`src/vqc_pkg.sv`:
```
package vqc_pkg;
  localparam int          NUM_LINES   = 32;
  localparam int          NUM_SRC     = 33;
  localparam int          NUM_LEVELS  = 16;
  localparam int          ADDR_W      = 12;
  localparam logic [3:0]  LOWEST_LVL  = 4'hF;
  localparam logic [15:0] SWMASK_RST  = 16'hFFFF;
  localparam logic [5:0]  CHAIN_IDX   = 6'h20;

  localparam logic [11:0] RAW_OFS     = 12'h000;
  localparam logic [11:0] IRQST_OFS   = 12'h004;
  localparam logic [11:0] FIQST_OFS   = 12'h008;
  localparam logic [11:0] ENSET_OFS   = 12'h00C;
  localparam logic [11:0] ENCLR_OFS   = 12'h010;
  localparam logic [11:0] SELECT_OFS  = 12'h014;
  localparam logic [11:0] SWSET_OFS   = 12'h018;
  localparam logic [11:0] SWCLR_OFS   = 12'h01C;
  localparam logic [11:0] SAMP_OFS    = 12'h020;
  localparam logic [11:0] SAMPCLR_OFS = 12'h024;
  localparam logic [11:0] SWMASK_OFS  = 12'h028;
  localparam logic [11:0] SVC_OFS     = 12'h030;
  localparam logic [3:0]  ROUTINE_PG  = 4'h1;
  localparam logic [3:0]  LEVEL_PG    = 4'h2;

  typedef struct packed {
    logic       valid;
    logic [5:0] idx;
    logic [3:0] lvl;
  } vqc_win_t;

  typedef struct packed {
    logic [31:0]      s1Req;
    logic [31:0]      s2Req;
    logic [1:0]       s1Ch;
    logic [1:0]       s2Ch;
    logic [31:0]      enable;
    logic [31:0]      select;
    logic [31:0]      swReq;
    logic [31:0]      sampled;
    logic [15:0]      swMask;
    logic [15:0]      inService;
    logic [32:0][3:0] level;
    logic [31:0]      serviceAddr;
    logic [5:0]       winIdxQ;
    logic             winValidQ;
    logic [31:0]      rdData;
    logic             rdMem;
  } vqc_state_t;
endpackage : vqc_pkg

```
`src/vqc_mem_if.sv`:
```
interface vqc_mem_if;
  logic        wrEn;
  logic [4:0]  wrIdx;
  logic [31:0] wrData;
  logic [4:0]  rdIdxA;
  logic [31:0] rdDataA;
  logic [4:0]  rdIdxB;
  logic [31:0] rdDataB;

  modport ctrl (output wrEn, wrIdx, wrData, rdIdxA, rdIdxB,
                input  rdDataA, rdDataB);
  modport mem  (input  wrEn, wrIdx, wrData, rdIdxA, rdIdxB,
                output rdDataA, rdDataB);
endinterface : vqc_mem_if

```
`src/vqc_addr_mem.sv`:
```
module vqc_addr_mem #(
  parameter int DEPTH = 32
) (
  input  wire logic clk,
  input  wire logic rst_b,
  vqc_mem_if.mem    port
);
  import vqc_pkg::*;

  typedef struct packed {
    logic [DEPTH-1:0][31:0] word;
    logic [31:0]            rdA;
    logic [31:0]            rdB;
  } vqc_mem_state_t;

  vqc_mem_state_t st_ff;
  vqc_mem_state_t nxt_st;

  if (DEPTH != 32) begin : g_depth_chk
    $error("vqc_addr_mem: depth must match 5-bit index");
  end

  // Writes land a cycle before reads see them; port A indexes the same slot as the write
  always_comb begin
    nxt_st = st_ff;
    if (port.wrEn) begin
      nxt_st.word[port.wrIdx] = port.wrData;
    end
    nxt_st.rdA = st_ff.word[port.rdIdxA];
    nxt_st.rdB = st_ff.word[port.rdIdxB];
  end

  always_ff @(posedge clk or negedge rst_b) begin
    if (!rst_b) begin
      st_ff <= '0;
    end else begin
      st_ff <= nxt_st;
    end
  end

  assign port.rdDataA = st_ff.rdA;
  assign port.rdDataB = st_ff.rdB;
endmodule : vqc_addr_mem

```
`src/vqc_core.sv`:
```
// Notes on behaviour
// - Thirty-two vectored lines, IRQ only
// - FIQ first, then lines 0-31, chain last
// - Sixteen-level priority per each of 33 sources
// - Equal levels: lower index wins, chain loses
// - Service address read returns winner, arms mask
// - Service address write releases mask
// - Mask gates IRQ output, win flags and service address, not status
// - Software request bits ORed before enables
// - Disabled lines suppressed; select steers IRQ/FIQ
// - FIQ output merges local and chained FIQ
// - Win flag: active, unmasked, highest priority
// - Winner's routine address selected for output
// - Request outputs reach pins combinationally
// - IRQ and FIQ may assert together
// - Sticky sampled status, cleared by write
// - Chain inputs optionally registered
// - Acknowledge forwarded to chain when chain wins
// - Vanished source returns address, arms nothing
// - Reset priority level is 15
// - Port acknowledge arms mask like read
// - Idle service address keeps last winner
//
// Our own choices: strobed register access and the address map.
module vqc_core (
  input  wire logic                    clk,
  input  wire logic                    rst_b,
  input  wire logic [vqc_pkg::ADDR_W-1:0] addr,
  input  wire logic [31:0]             wdata,
  input  wire logic                    wrStb,
  input  wire logic                    rdStb,
  output logic [31:0]                  rdata,
  input  wire logic [31:0]             hwReq,
  input  wire logic                    chain_irq_in_n,
  input  wire logic                    chain_fiq_in_n,
  input  wire logic [31:0]             chainAddrIn,
  input  wire logic                    chain_irq_register_sel,
  input  wire logic                    chain_fiq_register_sel,
  input  wire logic                    port_ack_in,
  output logic                         chain_ack_out,
  output logic                         irq_out_n,
  output logic                         fiq_out_n,
  output logic [31:0]                  slice_win_flag,
  output logic [31:0]                  slice_routine_addr
);
  import vqc_pkg::*;

  vqc_state_t  st_ff;
  vqc_state_t  nxt_st;
  vqc_mem_if   memBus ();

  logic [31:0] raw_request_status;
  logic [31:0] irq_routed_vector;
  logic [31:0] fiq_routed_vector;
  logic [31:0] irqVecSync;
  logic        chainIrq;
  logic        chainFiq;
  logic [15:0] allowLvl;
  vqc_win_t    winRaw;
  vqc_win_t    winSync;
  logic        rdSvc;
  logic        wrSvc;
  logic        armNow;
  logic [15:0] armBit;
  logic [15:0] clrBit;
  logic [5:0]  lvlIdx;
  logic [4:0]  rteIdx;

  vqc_addr_mem #(.DEPTH(NUM_LINES)) u_mem (
    .clk   (clk),
    .rst_b (rst_b),
    .port  (memBus.mem)
  );

  // Scan keeps first hit on ties, so lower index beats equal level
  function automatic vqc_win_t pickWinner(
    input logic [31:0]      req,
    input logic             chReq,
    input logic [32:0][3:0] lvl,
    input logic [15:0]      allow
  );
    vqc_win_t w;
    logic     r;
    w = '0;
    for (int i = 0; i < NUM_SRC; i++) begin
      r = (i < NUM_LINES) ? req[i[4:0]] : chReq;
      if (r && allow[lvl[i]] && (!w.valid || lvl[i] < w.lvl)) begin
        w.valid = 1'b1;
        w.idx   = i[5:0];
        w.lvl   = lvl[i];
      end
    end
    return w;
  endfunction : pickWinner

  // Unregistered chain path trades metastability margin for latency
  assign chainIrq = chain_irq_register_sel ? st_ff.s2Ch[0]
                                           : ~chain_irq_in_n;
  assign chainFiq = chain_fiq_register_sel ? st_ff.s2Ch[1]
                                           : ~chain_fiq_in_n;

  assign raw_request_status = hwReq | st_ff.swReq;
  assign irq_routed_vector  = raw_request_status & st_ff.enable
                              & ~st_ff.select;
  assign fiq_routed_vector  = raw_request_status & st_ff.enable
                              & st_ff.select;
  assign irqVecSync = (st_ff.s2Req | st_ff.swReq) & st_ff.enable
                      & ~st_ff.select;

  // A level is allowed while its swMask bit is set and no equal or higher level is in service
  always_comb begin
    allowLvl = '0;
    for (int l = 0; l < NUM_LEVELS; l++) begin
      allowLvl[l] = st_ff.swMask[l] && !(|(st_ff.inService
                    & ((16'h0002 << l) - 16'h0001)));
    end
  end

  assign winRaw  = pickWinner(irq_routed_vector, chainIrq,
                              st_ff.level, allowLvl);
  assign winSync = pickWinner(irqVecSync, st_ff.s2Ch[0],
                              st_ff.level, allowLvl);

  always_comb begin
    slice_win_flag = '0;
    if (winRaw.valid && winRaw.idx != CHAIN_IDX) begin
      slice_win_flag[winRaw.idx[4:0]] = 1'b1;
    end
  end

  // Clock stopped still lets requests through to the pins
  assign irq_out_n = ~winRaw.valid;
  assign fiq_out_n = ~(|fiq_routed_vector | chainFiq);
  assign chain_ack_out = port_ack_in && winSync.valid
                         && winSync.idx == CHAIN_IDX;

  assign rdSvc  = rdStb && addr == SVC_OFS;
  assign wrSvc  = wrStb && addr == SVC_OFS;
  // Transient source: no winner at read, so nothing is armed
  assign armNow = (rdSvc || port_ack_in) && winSync.valid;
  assign armBit = armNow ? (16'h0001 << winSync.lvl) : 16'h0000;
  assign clrBit = st_ff.inService & (~st_ff.inService + 16'h0001);
  assign lvlIdx = addr[7:2];
  assign rteIdx = addr[6:2];

  // Upper half of the routine page is unmapped; keep it from aliasing
  assign memBus.wrEn   = wrStb && addr[11:8] == ROUTINE_PG && !addr[7];
  assign memBus.wrIdx  = rteIdx;
  assign memBus.wrData = wdata;
  assign memBus.rdIdxA = rteIdx;
  assign memBus.rdIdxB = winSync.idx[4:0];

  always_comb begin
    nxt_st       = st_ff;
    nxt_st.s1Req = hwReq;
    nxt_st.s2Req = st_ff.s1Req;
    nxt_st.s1Ch  = {~chain_fiq_in_n, ~chain_irq_in_n};
    nxt_st.s2Ch  = st_ff.s1Ch;
    nxt_st.rdMem = 1'b0;

    // Sticky, set beats clear
    nxt_st.sampled = st_ff.sampled | st_ff.s2Req;
    if (wrStb && addr == SAMPCLR_OFS) begin
      nxt_st.sampled = (st_ff.sampled & ~wdata) | st_ff.s2Req;
    end

    // Release one nesting level, then arm; arm wins a clash
    if (wrSvc) begin
      nxt_st.inService = st_ff.inService & ~clrBit;
    end
    nxt_st.inService = nxt_st.inService | armBit;

    // Address read from memory lands one cycle after index
    nxt_st.winValidQ = winSync.valid;
    nxt_st.winIdxQ   = winSync.idx;
    if (st_ff.winValidQ) begin
      nxt_st.serviceAddr = (st_ff.winIdxQ == CHAIN_IDX) ? chainAddrIn
                           : memBus.rdDataB;
    end

    if (wrStb) begin
      case (addr)
        ENSET_OFS:  nxt_st.enable = st_ff.enable | wdata;
        ENCLR_OFS:  nxt_st.enable = st_ff.enable & ~wdata;
        SELECT_OFS: nxt_st.select = wdata;
        SWSET_OFS:  nxt_st.swReq  = st_ff.swReq | wdata;
        SWCLR_OFS:  nxt_st.swReq  = st_ff.swReq & ~wdata;
        SWMASK_OFS: nxt_st.swMask = wdata[15:0];
        default: begin
          if (addr[11:8] == LEVEL_PG && lvlIdx <= CHAIN_IDX) begin
            nxt_st.level[lvlIdx] = wdata[3:0];
          end
        end
      endcase
    end

    if (rdStb) begin
      case (addr)
        RAW_OFS:    nxt_st.rdData = raw_request_status;
        IRQST_OFS:  nxt_st.rdData = irq_routed_vector;
        FIQST_OFS:  nxt_st.rdData = fiq_routed_vector;
        ENSET_OFS:  nxt_st.rdData = st_ff.enable;
        SELECT_OFS: nxt_st.rdData = st_ff.select;
        SWSET_OFS:  nxt_st.rdData = st_ff.swReq;
        SAMP_OFS:   nxt_st.rdData = st_ff.sampled;
        SWMASK_OFS: nxt_st.rdData = {16'h0000, st_ff.swMask};
        SVC_OFS:    nxt_st.rdData = st_ff.serviceAddr;
        default: begin
          nxt_st.rdData = 32'h0000_0000;
          if (addr[11:8] == ROUTINE_PG && addr[7] == 1'b0) begin
            nxt_st.rdMem = 1'b1;
          end else if (addr[11:8] == LEVEL_PG && lvlIdx <= CHAIN_IDX) begin
            nxt_st.rdData = {28'h000_0000, st_ff.level[lvlIdx]};
          end
        end
      endcase
    end
  end

  always_ff @(posedge clk or negedge rst_b) begin
    if (!rst_b) begin
      st_ff        <= '0;
      st_ff.swMask <= SWMASK_RST;
      st_ff.level  <= {NUM_SRC{LOWEST_LVL}};
    end else begin
      st_ff <= nxt_st;
    end
  end

  assign rdata = st_ff.rdMem ? memBus.rdDataA : st_ff.rdData;
  assign slice_routine_addr = st_ff.serviceAddr;

  // Checks
  fiq_merge_a: assert property (@(posedge clk) disable iff (!rst_b)
    (|fiq_routed_vector || chainFiq) |-> !fiq_out_n)
    else $error("fiq output not asserted for pending fast request");

  status_gate_a: assert property (@(posedge clk) disable iff (!rst_b)
    ((irq_routed_vector | fiq_routed_vector) & ~st_ff.enable) == 0
    && (irq_routed_vector & st_ff.select) == 0)
    else $error("disabled or fiq-steered line seen in irq status");

  read_arm_a: assert property (@(posedge clk) disable iff (!rst_b)
    rdSvc && winSync.valid |=> st_ff.inService[$past(winSync.lvl)])
    else $error("service address read did not arm priority mask");

  ack_arm_a: assert property (@(posedge clk) disable iff (!rst_b)
    port_ack_in && winSync.valid && !wrSvc
    |=> st_ff.inService != 16'h0000)
    else $error("acknowledge did not arm priority mask");

  transient_noarm_a: assert property (@(posedge clk) disable iff (!rst_b)
    rdSvc && !winSync.valid && st_ff.inService == 16'h0000
    |=> st_ff.inService == 16'h0000)
    else $error("mask armed with no active source");

  write_release_a: assert property (@(posedge clk) disable iff (!rst_b)
    wrSvc && !armNow && $onehot(st_ff.inService)
    |=> st_ff.inService == 16'h0000)
    else $error("service address write left mask armed");

  svc_read_data_a: assert property (@(posedge clk) disable iff (!rst_b)
    rdSvc |=> rdata == $past(st_ff.serviceAddr))
    else $error("service address read data wrong");

  idle_hold_a: assert property (@(posedge clk) disable iff (!rst_b)
    !st_ff.winValidQ |=> $stable(st_ff.serviceAddr))
    else $error("service address changed with no winner");

  sample_sticky_a: assert property (@(posedge clk) disable iff (!rst_b)
    st_ff.s2Req[0] ##1 !(wrStb && addr == SAMPCLR_OFS)
    |=> st_ff.sampled[0])
    else $error("sampled status lost a request");

  chain_ack_a: assert property (@(posedge clk) disable iff (!rst_b)
    chain_ack_out |-> port_ack_in && st_ff.s2Ch[0])
    else $error("chain acknowledge without acknowledge or request");

  both_cov: cover property (@(posedge clk) disable iff (!rst_b)
    !irq_out_n && !fiq_out_n);
  arm_cov: cover property (@(posedge clk) disable iff (!rst_b)
    rdSvc && winSync.valid ##[1:20] wrSvc);
  chain_cov: cover property (@(posedge clk) disable iff (!rst_b)
    winSync.valid && winSync.idx == CHAIN_IDX);
  nest_cov: cover property (@(posedge clk) disable iff (!rst_b)
    !$onehot0(st_ff.inService));
endmodule : vqc_core

```
`config.mk`:
```
export PLATFORM = sky130hd
export DESIGN_NAME = vqc_core
export DESIGN_NICKNAME = d
export VERILOG_FILES = /design/src/vqc_pkg.sv /design/src/vqc_mem_if.sv /design/src/vqc_addr_mem.sv /design/src/vqc_core.sv
export SDC_FILE = /design/constraint.sdc
export NUM_CORES = 2
export LEC_CHECK = 0
export BUFFER_PORTS_ARGS = -buffer_cell sky130_fd_sc_hd__buf_2
export CAP_MARGIN = 20
export CELL_PAD_IN_SITES_DETAIL_PLACEMENT = 1
export CELL_PAD_IN_SITES_GLOBAL_PLACEMENT = 1
export CORE_ASPECT_RATIO = 1.25
export CORE_MARGIN = 3
export CORE_UTILIZATION = 40
export DETAILED_ROUTE_END_ITERATION = 7
export PLACE_DENSITY_LB_ADDON = 0.1
export REMOVE_ABC_BUFFERS = 1
export SLEW_MARGIN = 40
export SYNTH_ARGS = -nofsm -noshare
export SYNTH_HDL_FRONTEND = slang
export SYNTH_SLANG_ARGS = --single-unit
```
`constraint.sdc`:
```
create_clock -name clk -period 51.5 [get_ports clk]
set_input_delay 0 -clock clk [delete_from_list [all_inputs] [get_ports clk]]
set_output_delay 0 -clock clk [all_outputs]
set_load 0.02 [all_outputs]
```
Word-level counts from Yosys, hierarchy flattened --
Cells that the tools add are included.
Cells by class: $add $sub $neg 1, $mul 0, divide/modulo/power cells 0, magnitude comparators 105, equal/unequal tests 16, shift-type cells 1, multiplexer cells 162, bitwise operators 28, reductions and logical operators 332
Operators with widths (count):
- $bwmux W1024 | 1
- $mux W11 | 66
- $bmux W32 S5 | 2
- $pmux W32 S9 | 1
- $and A32 B32 Y32 | 8
- $lt A4 B4 Y1 | 64
- $mux W32 | 8
- $or A32 B32 Y32 | 6
- $lt A4 B5 Y1 const B | 33
- $demux W32 S5 | 1
- $logic_and A1 B1 Y1 | 160
- $bmux W1 S4 | 33
- $bwmux W132 | 1
- $pmux W32 S2 | 2
- $logic_not A1 Y1 | 81
- $logic_or A1 B1 Y1 | 65
- $not A32 Y32 | 2
- $eq A12 B5 Y1 const B | 4
- $eq A12 B6 Y1 const B | 4
- $mux W1 | 39
- $and A16 B16 Y16 | 2
- $mux W16 | 2
- $not A16 Y16 | 2
- $reduce_or A32 Y1 | 1
- other kinds (39) | 57
Storage, ports and cells: register bits after elaboration 1520, latch bits 0, bits in writable memories 0, bits in read-only memories 0, bits of input ports 117, output and inout port bits 99, word-level logic and storage cells 727, memories 0

Depth between registers and ports, before layout --
depth after elaboration 140, gate-level depth with buffers 281, depth with buffers taken out 264

By module --
From an unflattened synthesis, not the netlist that was laid out.
Unflattened totals: cells, all modules 9556, area, all modules 98653.4 µm²
Modules (own cells, without submodules):
- vqc_addr_mem | times used 1, cells each 4733, area an instance 57869.3 µm²
- vqc_core | times used 1, cells each 4823, area an instance 40784.1 µm²

Worst setup path after synthesis --
Ideal clock, no wire load.
kind register -> register, start register st_ff[205] (netlist name), end register u_mem.st_ff (netlist bit u_mem.port.rdDataB[15]), setup time 139 ps, arrival 45715 ps, required time 51361 ps, path slack 5646 ps, stages on the path, launching flop included 261, path buffers 15, cells stage by stage dfrtp_1 -> buf_2 -> or4_1 -> o22ai_1 -> a2111o_1 -> o211ai_1 -> nor2_1 -> nand2_1 -> ha_1 -> nand2_1 -> o21ai_0 -> a21oi_1 -> o21ai_0 -> inv_1 -> ha_1 -> nand3_1 -> nor2_1 -> nor2_1 -> [... 225 more ...] -> o21a_1 -> o21a_1 -> o21ai_0 -> nand2_1 -> nand2_1 -> mux2_2 -> ha_1 -> o21ai_0 -> a21oi_1 -> a21o_1 -> buf_4 -> inv_2 -> buf_8 -> nor2_4 -> buf_1 -> mux4_2 -> a222oi_1 -> a211oi_1
RTL lines:
- start, declared | line vqc_core.sv:48 | vqc_state_t st_ff;
- start signal, assigned | line vqc_core.sv:226 | st_ff <= nxt_st;
- end signal, assigned | line vqc_addr_mem.sv:37 | st_ff <= nxt_st;
- end, declared | line vqc_addr_mem.sv:16 | vqc_mem_state_t st_ff;

==> results <==
- The placeable core region is between 0.2 and 0.25 sq mm.
- The number of enable flip-flop cells after synthesis is 0.
- The final cell utilization of the core is 45.76%.
- In the post-synthesis netlist, the biggest area contributors are dfrtp_1 (35%), mux2_2 (14%), mux4_2 (12%), dfstp_2 (3.9%), mux2i_1 (2.7%).
- The count of buffers added on input and output ports is 215.
- After detailed routing, the number of vias per cell comes to between 6 and 7.
- The startpoint of the most critical hold path is chainAddrIn[3].
- The aggregate routed wire length is 440.5 mm.
- The kind of cell with the highest combined delay along the critical path is compound AO/OA/AOI/OAI gates.
- During I/O placement, the number of pins put on the boundary was ~220.
- In this run the static leakage power is 49.04 nW.
- The first TritonRoute pass finished after 6 iterations.
- The Yosys step of the flow raised 0 warnings.
- The horizontal extent of the die is 449.7 microns.
- Together, buffers and inverters on the worst path number 31.
- The setup clock skew after layout is about 0.043 ns.
- The worst register-to-register path has a depth of 255.
- The filler cells instantiated in the layout total 26020.
- Clock latency on the worst-skew pair, taken at its later pin, is between 0.8 and 0.9 ns.
- The relative slew slack is 35.65%.
- In the final routed layout, each cell accounts on average for 35.56 microns.
- The final hold slack is 0.05884 ns.
- The final route contains roughly 80000 vias.
- The most numerous cell on the critical path is ha_1.
- The number of antenna violations at the first check in global routing is 33.
- In this run the worst path has a maximum fanout of 14.
- Dividing total power by cell area gives a power density of 24.77 mW/mm^2.
- Summed over all layers, the global routing overflow is 0.
- The dominant cell type by area after synthesis is dfrtp_1.
- Entering global routing, the biggest net connects 89 pins.
- The actual slew at the worst max-slew pin is 0.9552 ns.
- In this run, the number of DRC markers left after iteration 0 of detailed routing was 6898.
- Clock-pin slew was measured on the worst setup and hold paths at roughly 0.06 ns.
- The first-pass GRT wire length is 629.3 mm.
- The worst voltage drop across the vdd grid is approximately 0.021 mV.
- The total number of nets in the final design is ~9000.
- The cell area that synthesis handed to floorplanning was 0.09845 sq mm.
- The destination of the worst register-to-register timing path is u_mem.port.rdDataB[27]$_DFF_PN0_.
- Ranked by instance count, the synthesized netlist is headed by dfrtp_1 (1372), mux2_2 (1259), nand2_1 (629), mux4_2 (525), clkbuf_1 (523).
- The number of nets still failing antenna checks after routing is 0.
- The type of the worst setup path is reg2reg.
- For this run, asynchronously set or reset flops after synthesis account for 100.0%.
- The total track usage is roughly 34%.
- The flop and latch count out of synthesis is roughly 1500.
- The CTS tree is built.
- Sequential elements use 38.82% of the synthesized area.
- The max-slew violation count was 0.
- The maximum clock frequency is ~0.02 GHz.
- The clock period could shrink to 48.64 ns.
- The number of global-route vias before repair is 85070.
- The clock tree synthesis step divided the H-tree into 4 levels.
- The worst hold path was traced through 4 stages.
- The synthesized area per cell is roughly 11 sq um.
- The number of clock buffers added by TritonCTS is 171.
- At the worst endpoint, the required time is 52.21 ns.
- The total number of placement rows is 203.
- The buffer cell driving the clock tree root is clkbuf_16.
- CTS saw roughly 1500 sinks.
- The effective utilization at floorplan is 40.21%.
- The final worst-path cycle share is 94.44%.
- The path with the worst hold slack has its endpoint at slice_routine_addr[3]$_DFFE_PN0P_.
- The worst register-to-register path has a setup slack of approximately 2.9 ns.
- The slowest library cell on the worst path is dfstp_2.
- The area overhead of the layout relative to synthesis is 13.81%.
- The worst flop-to-flop path startpoint is st_ff[234]$_DFFE_PN1P_.
- The count of distinct cell types in the synthesized netlist is 178.
- Counting buffers and inverters, the worst setup path is around 260 cells deep.
- The most common cell in the synthesized netlist is dfrtp_1.
- The total count of hold-check failures in the final report was 0.
- The tool flagged a number of max-cap violations equal to 0.
- The vertical die dimension is 560.7 microns.
- The delay of the slowest cell on the worst path is a little under 0.6 ns.
- STA puts the critical path data arrival time at 49.35 ns.
- The final setup violation count is 0.
- The floorplan step defined a die boundary enclosing around 0.25 sq mm.
- Among all flip-flop cells after synthesis, the most frequent one is dfrtp_1.
- The design draws 2.775 mW.
- The worst setup path is launched from a register.
- The detailed placement HPWL is between 200 and 300 mm.
- The worst setup path is captured at a register.
- Synthesis produced a netlist whose cell count is just under 9000.
- The flow ran to the end, and the final reports show no timing, DRC or antenna violations.
- The clock tree buffer depth is 4.
- The accumulated negative setup slack is 0 ns.
- The top cell type by area accounts for 34.87% of the synthesized area.
- The tightest min-delay check is of the in2reg type.
- In the final layout, the share of cells above drive strength 1 is 35.89%.
- Routability-driven placement finished with a final weighted congestion of 0.9226.
- After detailed routing, the number of remaining DRC violations is 0.
## cell type report
cell class / count / area, sq um / share of cell area, %
timing repair buffer: 787 / 6733 / 6.009
multi-input combinational: 6249 / 56270 / 50.22
antenna: 10 / 25.02 / 0.02233
sequential: 1520 / 38230 / 34.12
tap: 3280 / 4104 / 3.663
clock inverter: 51 / 631.9 / 0.5639
inverter: 241 / 919.6 / 0.8207
clock buffer: 252 / 5131 / 4.579
## registers in the layout, summed over array words and instances, names as in the netlist, named ones only
register and count:
u_mem.st_ff 1024, slice_routine_addr 32, u_mem.port.rdDataA 32, nxt_st 34
st_ff 302, u_mem.port.rdDataB 32
## stage by stage
step | worst slack, ns | cell area (sq um) | instances
6_report | 2.862 | 112000 | 12390
2_1_floorplan | -1.115 | 94420 | 8010
3_5_place_dp | -1.679 | 103700 | 11870
4_1_cts | 0.1056 | 111100 | 12320
3_3_place_gp | -1.895 | 103300 | 11860
5_1_grt | -0.2359 | 112000 | 12380
## layer usage
layer | wire length (microns) | track usage [%] | vias to the layer above
li1 | - | - | 33830
met1 | 168800 | 40.89 | 43380
met2 | 212400 | 57.20 | 3215
met3 | 25930 | 5.094 | 1110
met4 | 33260 | 21.02 | 24
met5 | 138 | 0 | -
## logic make-up after synthesis
logic type                 synth area share, %
muxes                                    29.48
xor gates and xnor gates                0.2135
DFF                                      38.82
AOI/OAI and AO/OA                        14.56
adders and majority gates                1.298
buffers and inverters                    5.020
and+or+nand+nor                          10.61
## how the worst max path moves through the flow
stage	startpoint	end	slack [ns]
3_3_place_gp	st_ff[234]$_DFFE_PN1P_	slice_win_flag[31]	-1.90
6_report	st_ff[234]$_DFFE_PN1P_	u_mem.port.rdDataB[27]$_DFF_PN0_	2.86
2_1_floorplan	st_ff[204]$_DFF_PN0_	u_mem.port.rdDataB[10]$_DFF_PN0_	-1.12
3_5_place_dp	st_ff[210]$_DFF_PN0_	slice_win_flag[31]	-1.68
5_1_grt	st_ff[234]$_DFFE_PN1P_	u_mem.port.rdDataB[27]$_DFF_PN0_	-0.24
4_1_cts	st_ff[212]$_DFF_PN0_	slice_win_flag[3]	0.11
## tightest hold or removal path, delay by kind of cell
kind / cells / cell delay, ns
buffers and inverters: 2 / 0.64
AO/OA/AOI/OAI: 1 / 0.14
multiplexers: 1 / 0.07
## placed cells by master (no fill, tap or decap), types with 149 or more instances in the layout
cell type,synthesis,final
a21oi_1,313,302
buf_2,106,203
buf_4,59,336
clkbuf_16,0,179
dfrtp_1,1372,1366
dlygate4sd3_1,1,149
inv_1,229,229
mux2_2,1259,1259
mux2i_1,262,253
mux4_2,525,525
nand2_1,629,618
nor2_1,443,396
nor3_1,334,323
o21ai_0,313,298
## power breakdown
part,internal [mW],leakage [nW],switching (mW)
clock network,0.759,2.85,0.531
registers,1.22,19.8,0.0353
logic,0.0785,26.3,0.151
total,2.06,49.0,0.718
## timing repair
item	CTS	global route
resized for setup	14	93
hold buffers	150	0
setup endpoints to repair	32	87
buffers inserted	5	52
endpoints found under the hold margin	1537	0
pin swaps	4	20
cloned	0	2
Note: power is estimated with default switching activity, not from simulation.
